==> src/shared/pc_stack_pkg.sv <==
// Constants and types for the program-flow and indirect-address unit
package pc_stack_pkg;

  // ==========================================================================
  // Widths
  localparam int PC_W        = 13;
  localparam int JUMP_W      = 11;
  localparam int DATA_W      = 8;
  localparam int IND_ADDR_W  = 9;
  localparam int STACK_DEPTH = 8;
  localparam int SP_W        = 3;
  localparam int OP_W        = 3;

  // ==========================================================================
  // Field positions within the high-byte latch
  localparam int LATCH_UPPER_MSB = 4;
  localparam int LATCH_PAGE_LSB  = 3;

  // ==========================================================================
  // Reset values and fixed addresses
  localparam logic [PC_W-1:0]   PC_RESET_VALUE  = 13'h0000;
  localparam logic [PC_W-1:0]   INT_VECTOR_ADDR = 13'h0004;
  localparam logic [DATA_W-1:0] LATCH_RESET     = 8'h00;
  localparam logic [DATA_W-1:0] POINTER_RESET   = 8'h00;
  localparam logic [SP_W-1:0]   SP_RESET        = 3'h0;
  localparam logic [DATA_W-1:0] IND_READ_SELF   = 8'h00;

  // ==========================================================================
  // File addresses decoded by the unit (low seven bits of a file address)
  localparam logic [6:0] ADDR_INDIRECT_PORT = 7'h00;
  localparam logic [6:0] ADDR_PC_LOW        = 7'h02;
  localparam logic [6:0] ADDR_POINTER       = 7'h04;
  localparam logic [6:0] ADDR_HIGH_LATCH    = 7'h0a;

  // ==========================================================================
  // Flow operations issued by the decoder, one per cycle
  typedef enum logic [OP_W-1:0] {
    FLOW_STEP   = 3'b000,
    FLOW_JUMP   = 3'b001,
    FLOW_CALL   = 3'b010,
    FLOW_RETURN = 3'b011,
    FLOW_INTR   = 3'b100,
    FLOW_HOLD   = 3'b101
  } flow_op_t;

endpackage : pc_stack_pkg

==> src/design/return_stack.sv <==
// Eight-entry circular return stack with a hidden wrapping pointer
module return_stack
  import pc_stack_pkg::*;
(
  input  wire logic                       clk,
  input  wire logic                       sys_rst,
  input  wire logic                       push,
  input  wire logic                       pop,
  input  wire logic [pc_stack_pkg::PC_W-1:0] push_data,
  output logic      [pc_stack_pkg::PC_W-1:0] top_data
);

  logic [PC_W-1:0] entry_reg [STACK_DEPTH];
  logic [SP_W-1:0] sp_reg;

  // ==========================================================================
  // Pointer wraps modulo eight both ways; no overflow or underflow flag
  always_ff @(posedge clk) begin
    if (sys_rst) begin
      sp_reg <= SP_RESET;
    end else if (push) begin
      sp_reg <= sp_reg + 3'h1; // RQ11 RQ12
    end else if (pop) begin
      sp_reg <= sp_reg - 3'h1; // RQ21
    end
  end

  // Storage is not reset: entries are unknown until written
  always_ff @(posedge clk) begin
    if (push) begin
      entry_reg[sp_reg] <= push_data; // RQ7
    end
  end

  // Top of stack is the slot just below the pointer
  assign top_data = entry_reg[sp_reg - 3'h1];

endmodule // return_stack

==> src/design/pc_flow_unit.sv <==
// Program counter, paging latch, return stack control and indirect addressing
// Function
// RQ1 - Keep 13-bit PC, low byte readable/writable
// RQ2 - Upper PC bits only from high latch
// RQ3 - Any reset clears PC to zero
// RQ4 - Low-byte write loads latch bits 4:0 upward
// RQ5 - Call/jump: 11 instruction bits, latch bits 4:3
// RQ6 - Software keeps computed tables within 256 blocks
// RQ7 - Eight-entry 13-bit stack, hidden pointer
// RQ8 - Push PC on call and interrupt
// RQ9 - Pop PC on all return kinds
// RQ10 - Push and pop leave latch unchanged
// RQ11 - Stack wraps circularly, ninth push overwrites first
// RQ12 - No overflow or underflow status
// RQ13 - Return restores all 13 PC bits
// RQ14 - 8K program space, 2K call pages
// RQ15 - Software sets page bits before call/jump
// RQ16 - Indirect port accesses pointer-selected location
// RQ17 - Indirect read of itself returns 00h
// RQ18 - Indirect write of itself stores nothing
// RQ19 - Indirect address is bank bit plus pointer
// RQ20 - Interrupt loads vector 0004h after push
// RQ21 - Pointer wraps both ways, stale pop allowed
module pc_flow_unit
  import pc_stack_pkg::*;
(
  input  wire logic                                clk,
  input  wire logic                                sys_rst,
  input  wire pc_stack_pkg::flow_op_t              flow_op,
  input  wire logic [pc_stack_pkg::JUMP_W-1:0]     jump_target,
  input  wire logic                                indirect_bank_bit,
  input  wire logic [8:0]                          file_addr,
  input  wire logic [pc_stack_pkg::DATA_W-1:0]     file_wdata,
  input  wire logic                                file_wr,
  input  wire logic                                file_rd,
  input  wire logic [pc_stack_pkg::DATA_W-1:0]     mem_rdata,
  output logic      [pc_stack_pkg::PC_W-1:0]       pc_out,
  output logic      [pc_stack_pkg::DATA_W-1:0]     file_rdata,
  output logic      [pc_stack_pkg::IND_ADDR_W-1:0] mem_addr,
  output logic      [pc_stack_pkg::DATA_W-1:0]     mem_wdata,
  output logic                                     mem_wr,
  output logic                                     mem_rd
);

  import pc_stack_pkg::*;

  logic [PC_W-1:0]   pc_reg;
  logic [PC_W-1:0]   pc_next;
  logic [DATA_W-1:0] pc_high_latch;
  logic [DATA_W-1:0] file_select_pointer;
  logic [PC_W-1:0]   stack_top;
  logic              stack_push;
  logic              stack_pop;
  logic              pc_low_write;
  logic              ind_sel;
  logic              ind_self;
  logic [IND_ADDR_W-1:0] ind_addr;
  logic              own_rd_pending_reg;
  logic [DATA_W-1:0] own_rdata_reg;
  logic              mem_rd_pending_reg;

  // ==========================================================================
  // Address decoding shared by read and write paths
  function automatic logic hits(input logic [8:0] addr, input logic [6:0] off);
    hits = (addr[6:0] == off);
  endfunction

  assign ind_sel      = hits(file_addr, ADDR_INDIRECT_PORT); // RQ16
  assign ind_addr     = {indirect_bank_bit, file_select_pointer}; // RQ19
  assign ind_self     = hits({1'b0, ind_addr[7:0]}, ADDR_INDIRECT_PORT);
  assign pc_low_write = file_wr && !ind_sel && hits(file_addr, ADDR_PC_LOW);

  // ==========================================================================
  // Stack control
  assign stack_push = (flow_op == FLOW_CALL) || (flow_op == FLOW_INTR); // RQ8
  assign stack_pop  = (flow_op == FLOW_RETURN); // RQ9

  return_stack u_stack (
    .clk       (clk),
    .sys_rst   (sys_rst),
    .push      (stack_push),
    .pop       (stack_pop),
    .push_data (pc_next_step()),
    .top_data  (stack_top)
  );

  // Return address is the instruction after the current one
  function automatic logic [PC_W-1:0] pc_next_step();
    pc_next_step = pc_reg + 13'h0001; // RQ14
  endfunction

  // ==========================================================================
  // Program counter next value
  always_comb begin
    pc_next = pc_next_step();
    if (pc_low_write) begin
      // Computed jumps take the whole upper field from the latch
      pc_next = {pc_high_latch[LATCH_UPPER_MSB:0], file_wdata}; // RQ4
    end else begin
      unique case (flow_op)
        FLOW_STEP:   pc_next = pc_next_step();
        FLOW_JUMP,
        FLOW_CALL:   pc_next = {pc_high_latch[LATCH_UPPER_MSB:LATCH_PAGE_LSB],
                                jump_target}; // RQ5
        FLOW_RETURN: pc_next = stack_top; // RQ13
        FLOW_INTR:   pc_next = INT_VECTOR_ADDR; // RQ20
        FLOW_HOLD:   pc_next = pc_reg;
        default:     pc_next = pc_reg;
      endcase
    end
  end

  always_ff @(posedge clk) begin
    if (sys_rst) begin
      pc_reg <= PC_RESET_VALUE; // RQ3
    end else begin
      pc_reg <= pc_next; // RQ1
    end
  end

  assign pc_out = pc_reg;

  // ==========================================================================
  // High latch: only reset and software writes change it, never stack traffic
  always_ff @(posedge clk) begin
    if (sys_rst) begin
      pc_high_latch <= LATCH_RESET;
    end else if (file_wr && !ind_sel && hits(file_addr, ADDR_HIGH_LATCH)) begin
      pc_high_latch <= file_wdata; // RQ10
    end
  end

  always_ff @(posedge clk) begin
    if (sys_rst) begin
      file_select_pointer <= POINTER_RESET;
    end else if (file_wr && !ind_sel && hits(file_addr, ADDR_POINTER)) begin
      file_select_pointer <= file_wdata;
    end
  end

  // ==========================================================================
  // Indirect data port toward data memory
  always_ff @(posedge clk) begin
    if (sys_rst) begin
      mem_addr  <= '0;
      mem_wdata <= '0;
      mem_wr    <= 1'b0;
      mem_rd    <= 1'b0;
    end else begin
      mem_addr  <= ind_addr;
      mem_wdata <= file_wdata;
      mem_wr    <= file_wr && ind_sel && !ind_self; // RQ18
      mem_rd    <= file_rd && ind_sel && !ind_self;
    end
  end

  // ==========================================================================
  // Read data: registers one cycle after the read strobe, indirect memory reads two cycles after
  always_ff @(posedge clk) begin
    if (sys_rst) begin
      own_rd_pending_reg <= 1'b0;
      mem_rd_pending_reg <= 1'b0;
      own_rdata_reg      <= '0;
    end else begin
      own_rd_pending_reg <= file_rd;
      mem_rd_pending_reg <= mem_rd;
      if (file_rd) begin
        if (ind_sel) begin
          own_rdata_reg <= IND_READ_SELF; // RQ17
        end else if (hits(file_addr, ADDR_PC_LOW)) begin
          own_rdata_reg <= pc_reg[DATA_W-1:0]; // RQ1 RQ2
        end else if (hits(file_addr, ADDR_HIGH_LATCH)) begin
          own_rdata_reg <= pc_high_latch;
        end else if (hits(file_addr, ADDR_POINTER)) begin
          own_rdata_reg <= file_select_pointer;
        end else begin
          own_rdata_reg <= '0;
        end
      end
    end
  end

  // Memory answers indirect reads in the cycle after the memory strobe
  always_comb begin
    file_rdata = own_rd_pending_reg ? own_rdata_reg : '0;
    if (mem_rd_pending_reg) begin
      file_rdata = mem_rdata;
    end
  end

  // ==========================================================================
  // Checks
  chk_reset_pc_zero: assert property (@(posedge clk)
    sys_rst |=> pc_reg == PC_RESET_VALUE) else $error("PC not cleared by reset"); // RQ3
  chk_low_write_load: assert property (@(posedge clk) disable iff (sys_rst)
    pc_low_write |=> pc_reg == {$past(pc_high_latch[4:0]), $past(file_wdata)})
    else $error("Low byte write load wrong"); // RQ4
  chk_jump_page: assert property (@(posedge clk) disable iff (sys_rst)
    (flow_op inside {FLOW_JUMP, FLOW_CALL}) && !pc_low_write
    |=> pc_reg == {$past(pc_high_latch[4:3]), $past(jump_target)})
    else $error("Jump target paging wrong"); // RQ5
  chk_intr_vector: assert property (@(posedge clk) disable iff (sys_rst)
    flow_op == FLOW_INTR && !pc_low_write |=> pc_reg == INT_VECTOR_ADDR)
    else $error("Interrupt vector not loaded"); // RQ20
  chk_call_return: assert property (@(posedge clk) disable iff (sys_rst)
    flow_op == FLOW_CALL && !pc_low_write ##1 flow_op == FLOW_RETURN && !pc_low_write
    && !$past(sys_rst) |=> pc_reg == $past(pc_reg, 2) + 13'h0001)
    else $error("Return address not restored"); // RQ13
  chk_latch_kept: assert property (@(posedge clk) disable iff (sys_rst)
    (stack_push || stack_pop) && !file_wr |=> $stable(pc_high_latch))
    else $error("Latch changed by stack op"); // RQ10
  chk_self_no_write: assert property (@(posedge clk) disable iff (sys_rst)
    file_wr && ind_sel && ind_self |=> !mem_wr) else $error("Self write reached memory"); // RQ18
  chk_self_read_zero: assert property (@(posedge clk) disable iff (sys_rst)
    file_rd && ind_sel && ind_self |=> file_rdata == IND_READ_SELF)
    else $error("Self read not zero"); // RQ17
  chk_ind_address: assert property (@(posedge clk) disable iff (sys_rst)
    file_wr && ind_sel && !ind_self |=> mem_wr && mem_addr == $past(ind_addr))
    else $error("Indirect address wrong"); // RQ19

  cov_call: cover property (@(posedge clk) disable iff (sys_rst) flow_op == FLOW_CALL);
  cov_return: cover property (@(posedge clk) disable iff (sys_rst)
    flow_op == FLOW_CALL ##1 flow_op == FLOW_RETURN);
  cov_intr: cover property (@(posedge clk) disable iff (sys_rst) flow_op == FLOW_INTR);
  cov_ind_rd: cover property (@(posedge clk) disable iff (sys_rst) mem_rd);

endmodule // pc_flow_unit

==> config.mk <==
export PLATFORM = sky130hd
export DESIGN_NAME = pc_flow_unit
export DESIGN_NICKNAME = d
export VERILOG_FILES = /design/src/shared/pc_stack_pkg.sv /design/src/design/return_stack.sv /design/src/design/pc_flow_unit.sv
export SDC_FILE = /design/constraint.sdc
export NUM_CORES = 1
export LEC_CHECK = 0
export BUFFER_PORTS_ARGS = -buffer_cell sky130_fd_sc_hd__buf_4
export CAP_MARGIN = 20
export CORE_AREA = 4 4 119 121
export CTS_CLUSTER_SIZE = 25
export DETAILED_ROUTE_END_ITERATION = 7
export DIE_AREA = 0 0 123 125
export PLACE_DENSITY = 0.75
export SKIP_LAST_GASP = 1
export SYNTH_ARGS = -nofsm -noshare
export SYNTH_HDL_FRONTEND = slang
export SYNTH_SLANG_ARGS = --single-unit
==> constraint.sdc <==
create_clock -name clk -period 3.45 [get_ports clk]
set_input_delay 0.5175 -clock clk [delete_from_list [all_inputs] [get_ports clk]]
set_output_delay 0.5175 -clock clk [all_outputs]
set_load 0.005 [all_outputs]
== After elaboration in Yosys (flattened, before gate mapping) ==
Memories as Yosys holds them, arrays and structs flattened.
Cells that the tools add are included.
Widths: inputs -> output; s select.

* $add $sub $neg: 3
* Equal/unequal tests: 7
* Mux-type cells: 12
* Reduce and logical (&&, ||, !) cells: 17

{| class="wikitable"
|+ Operators by type and width
! kind !! number
|-
| $pmux 13 s4 || 1
|-
| $mux 8 || 6
|-
| $logic_not 7->1 || 2
|-
| $add 13x1->13 const B || 1
|-
| $mux 13 || 1
|-
| $logic_and 1x1->1 || 8
|-
| $eq 7x2->1 const B || 1
|-
| $eq 7x3->1 const B || 1
|-
| $eq 7x4->1 const B || 1
|-
| $eq 3x2->1 const B || 2
|-
| $mux 3 || 2
|-
| $reduce_bool 5->1 || 1
|-
| $add 3x1->3 const B || 1
|-
| $eq 3x1->1 const B || 1
|-
| $eq 3x3->1 const B || 1
|-
| $logic_not 3->1 || 1
|-
| $sub 3x1->3 const B || 1
|-
| $logic_not 1->1 || 2
|-
| $mux 1 || 2
|-
| $reduce_bool 2->1 || 1
|-
| $reduce_or 2->1 || 1
|-
| $logic_or 1x1->1 || 1
|}

* Flip-flop bits (word level): 61
* RAM bits: 104
* Input port bits: 44
* Output and inout port bits: 40
* Word-level logic and storage cells: 51
* Memories kept: 1

{| class="wikitable"
|+ Memory list
! memory !! words !! width !! rd ports !! clocked after memory_dff !! wr ports !! RTL line !! RTL
|-
| u_stack.entry_reg || 8 || 13 || 1 || 0 || 1 || return_stack.sv:13 || <nowiki>logic [PC_W-1:0] entry_reg [STACK_DEPTH];</nowiki>
|}

== Depth between registers and ports, before layout ==
* Word-level depth: 5
* Depth in mapped cells: 13

== By module ==
A second synthesis with hierarchy kept.

* Cells, all modules: 650
* Area, all modules: 7369.6 µm²

{| class="wikitable"
|+ By module, submodules not included
! module !! times used !! cells each !! area each (µm²) !! seq. area each (µm²)
|-
| return_stack || 1 || 271 || 4346.7 || 3183.1
|-
| pc_flow_unit || 1 || 379 || 3022.9 || 1161.1
|}

== Worst setup path before layout ==
Ideal clock, no wire load.

* Kind: flip-flop to flip-flop
* Start point: register u_stack.sp_reg[0]
* End point: register pc_reg[0] (netlist: pc_out[0])
* Setup time: 135 ps
* Arrival time: 2769 ps
* Path slack: 546 ps
* Stages on the path, launching flop included: 12
* Buffers on the path: 6
* Path through: dfxtp_1 buf_4 buf_4 buf_2 inv_1 ha_1 buf_2 buf_1 buf_2 mux4_2 a31oi_1 a211oi_2

* Longest elaborated chain between the ends: 4

{| class="wikitable"
|+ Ends and longest elaborated chain
! what !! RTL line !! RTL
|-
| from (decl) || return_stack.sv:14 || <nowiki>logic [SP_W-1:0] sp_reg;</nowiki>
|-
| from (signal assigned) || return_stack.sv:22 || <nowiki>sp_reg <= sp_reg + 3'h1;</nowiki>
|-
| from (signal assigned) || return_stack.sv:24 || <nowiki>sp_reg <= sp_reg - 3'h1;</nowiki>
|-
| $sub 3x1->3 || return_stack.sv:36 || <nowiki>assign top_data = entry_reg[sp_reg - 3'h1];</nowiki>
|-
| $mem_v2 8x13 || -- ||
|-
| $pmux 13 s4 || pc_flow_unit.sv:100 || <nowiki>unique case (flow_op)</nowiki>
|-
| $mux 13 || pc_flow_unit.sv:96 || <nowiki>if (pc_low_write) begin</nowiki>
|-
| to (signal assigned) || pc_flow_unit.sv:117 || <nowiki>pc_reg <= pc_next;</nowiki>
|-
| to (decl) || pc_flow_unit.sv:47 || <nowiki>logic [PC_W-1:0] pc_reg;</nowiki>
|}

Every way passes these cells.
A chain may end at the register's enable or synchronous reset.

== Worst setup path in the final report ==
* Start point: register pc_reg[0] (netlist: pc_out[0])
* End point: register pc_reg[12] (netlist: pc_out[12])

* Longest elaborated chain between the ends: 3

{| class="wikitable"
|+ Ends and longest elaborated chain
! what !! RTL line !! RTL
|-
| $add 13x1->13 || -- ||
|-
| via u_stack.push_data (one bit) || return_stack.sv:9 || <nowiki>input wire logic [pc_stack_pkg::PC_W-1:0] push_data,</nowiki>
|-
| $pmux 13 s4 || pc_flow_unit.sv:100 ||
|-
| $mux 13 || pc_flow_unit.sv:96 ||
|}

The timed path passes the listed nets, and every way through them passes these cells.

==> results.yml <==
yosys:
  synth_area_leader_cell: "edfxtp_1"
  yosys.cell_types.count: 59
  ys_top_cells_by_area: "edfxtp_1 44%, dfxtp_1 17%, mux4_2 6.9%, mux2i_1 3.2%, nand2_1 3.0%"
  syn-cell-area_mm2: 0.00713
  syn_inst: 570
  synth_commonest_cells: "104 x edfxtp_1, 61 x dfxtp_1, 57 x nand2_1, 46 x nor2_1, 29 x a21oi_1"
  yosysWarnings: 0
  synth_flop_cell: "edfxtp_1"
  avgSynthCellArea_um2: 12.5
  syn_nets: 617
  synth-edff-count: 104
  synth_async_sr_flop_share_pct: 0
  synth-seq-cells: 165
  seq_area_frac_synth_pct: 60.9
  synthDominantCellAreaShare_pct: 43.8
  synth_most_common_cell: "edfxtp_1"
timing:
  worst_pin_slew_ns: 0.876
  min_period_ns: 2.70
  rsz0062_at_grt: "false"
  max_slew_margin_pct: 41.2
  tns_ns: 0
  clock.fmax_mhz: 370
  finClkSkew_ns: 0.00764
  finalHoldViolCount: 0
  setup_viol: 0
  drv_slew: 0
  finalCritPeriodShare_pct: 78.3
  setup_ws_ns: 0.749
setup_path:
  required_ns: 3.75
  cp_slowest_stage_delay_ns: 0.62
  crit_type: "reg -> reg"
  cp_num_buf_inv: 0
  worstPathArrival_ns: 3.00
  worst-path-max-fanout: 9
  worstSetupEndpointType: "flop"
  slowest_stage: "xor2_1"
  path_cells: "ha_1 > nand3_1 > nor4_1 > xor2_1 > nand2_1 > a2111oi_1"
  critPathLaunchType: "flop"
  cp_top_family: "simple AND/OR/NAND/NOR gates"
drt:
  ant_nets: 0
  routed_wl_mm: 17.6
  first_iter_violations: 566
  vias: 4988
  dr.pass1.iters: 5
  drc: 0
  wl_per_cell_um: 21.0
  viasPerCell: 5.95
clocking:
  post-cts-setup-buffer-count: 0
  tritoncts: "yes"
  clock-sinks: 165
  cts.repair.resized: 0
  cts_made_buffers: 17
  clkSlewWorstSetupHoldPaths_ns: 0.06
  postCtsHoldBufs: 0
  clk-insertion-delay-late_ns: 0.41
  cts_root_buf: "clkbuf_16"
  ctsLongestPathBuffers: 2
  ctsHtreeMaxLevel: 4
place:
  gp_congestion: 0.883
  place_ws_ns: 0.858
  numPortBuffers: 81
  hpwlAfterDp_mm: 12.0
  place_area_mm2: 0.00793
pwr:
  p_leak_nw: 3.11
  p_sw_share_pct: 23.4
  power_frac_seq_pct: 46.7
  p_sw_mw: 1.11
  combPwrFrac_pct: 12.2
  p_int_mw: 3.61
  pwr-share-clk_pct: 41.1
  vdd_drop_max_v: 0.000354
  power_density_mw_per_mm2: 553
outcome:
  status: "finished, final reports clean"
global_routing:
  grt_max_degree: 62
  grt_pass1_vias: 4908
  grt_first_pass_wirelength_mm: 27.3
  track_usage_pct: 23.4
  grt.overflow.total: 0
  antenna_found_initial: 0
floorplanning:
  core_mm2: 0.0131
  dieArea_mm2: 0.0154
  die_x_um: 123
  chipHeight_um: 125
  initial_core_util_pct: 54.5
  io_pins: 84
  rows: 42
layout:
  final_area_mm2: 0.00854
  diodes: 0
  areaGrowthSynthToFinish_pct: 19.7
  utilization_pct: 65.3
  largest_reg_flops: 104
  layout-drive-gt1-share_pct: 24.3
  nNetsFinal: 697
run:
  drv_cap: 0
hold_path:
  hp-class: "in -> reg"
==> worst paths after layout <==
check | from | endpoint | slack (ns) | cells after the start
min | indirect_bank_bit | mem_addr[8] | 0.32 | 2
max reg2reg | pc_out[0] | pc_out[12] | 0.75 | 6
min reg2reg | mem_rd | mem_rd_pending_reg | 0.47 | 1
max | pc_out[0] | pc_out[12] | 0.75 | 6
==> worst reg2reg max path: stages, from the launching register on <==
cell	delay (ns)
dfxtp_1	0.51
ha_1	0.30
nand3_1	0.25
nor4_1	0.42
xor2_1	0.62
nand2_1	0.11
a2111oi_1	0.36
==> layout make-up <==
class / instances / area, µm²
clock buffer: 18 / 429
tap: 176 / 220
clock inverter: 14 / 183
inverter: 14 / 52.6
sequential: 165 / 4340
fill: 963 / 4550
timing repair buffer: 97 / 741
multi-input combinational: 355 / 2570
==> stage by stage <==
| step | total power [mW] | cells | hold slack (ns) |
|---|---|---|---|
| global placement | 2.79 | 807 | 0.456 |
| CTS | 4.74 | 839 | 0.307 |
| global route | 4.90 | 839 | 0.351 |
| detailed placement | 2.81 | 807 | 0.455 |
| floorplan | 2.59 | 570 | 0.446 |
| finish | 4.72 | 839 | 0.317 |
==> logic make-up (layout without fill, tap and decap cells) <==
| logic type | count (synthesis) | count (layout) | share of synthesized area (%) |
|---|---|---|---|
| compound gates | 97 | 97 | 9.26 |
| xor+xnor | 16 | 16 | 1.96 |
| fa+ha+maj | 4 | 4 | 0.667 |
| buf+inv | 50 | 143 | 3.21 |
| flops | 165 | 165 | 60.9 |
| mux | 46 | 46 | 10.3 |
| simple gates | 192 | 192 | 13.6 |
==> power groups by stage <==
stage | Sequential, mW | Combinational, mW | Clock, mW
2_1_floorplan | 2.23 | 0.358 | 0
3_3_place_gp | 2.24 | 0.550 | 0
3_5_place_dp | 2.25 | 0.563 | 0
4_1_cts | 2.20 | 0.571 | 1.96
5_1_grt | 2.21 | 0.620 | 2.07
6_report | 2.21 | 0.574 | 1.94
==> routing by layer <==
metal	vias up	routed length, µm	global-route usage [%]	share of wire [%]
met5	-	0	0	0
met1	2453	7160	33.0	41
met4	0	323	7.62	1.8
li1	2274	-	-	-
met3	30	1510	5.15	8.6
met2	231	8590	36.4	49
==> cells in the final DEF, fill, tap and decap left out, types with 7 or more instances in the layout <==
| master | instances |
|---|---|
| buf_4 | 96 |
| mux2i_1 | 23 |
| nor2b_1 | 25 |
| edfxtp_1 | 104 |
| a21oi_1 | 29 |
| dfxtp_1 | 61 |
| inv_1 | 14 |
| o21ai_0 | 18 |
| clkbuf_16 | 17 |
| a22oi_1 | 11 |
| nor2_1 | 46 |
| xnor2_1 | 9 |
| xor2_1 | 7 |
| o32a_1 | 7 |
| mux4_2 | 22 |
| nand2_1 | 57 |
| nor3_1 | 11 |
| nand2b_1 | 9 |
(Power assumes the default switching activity.)
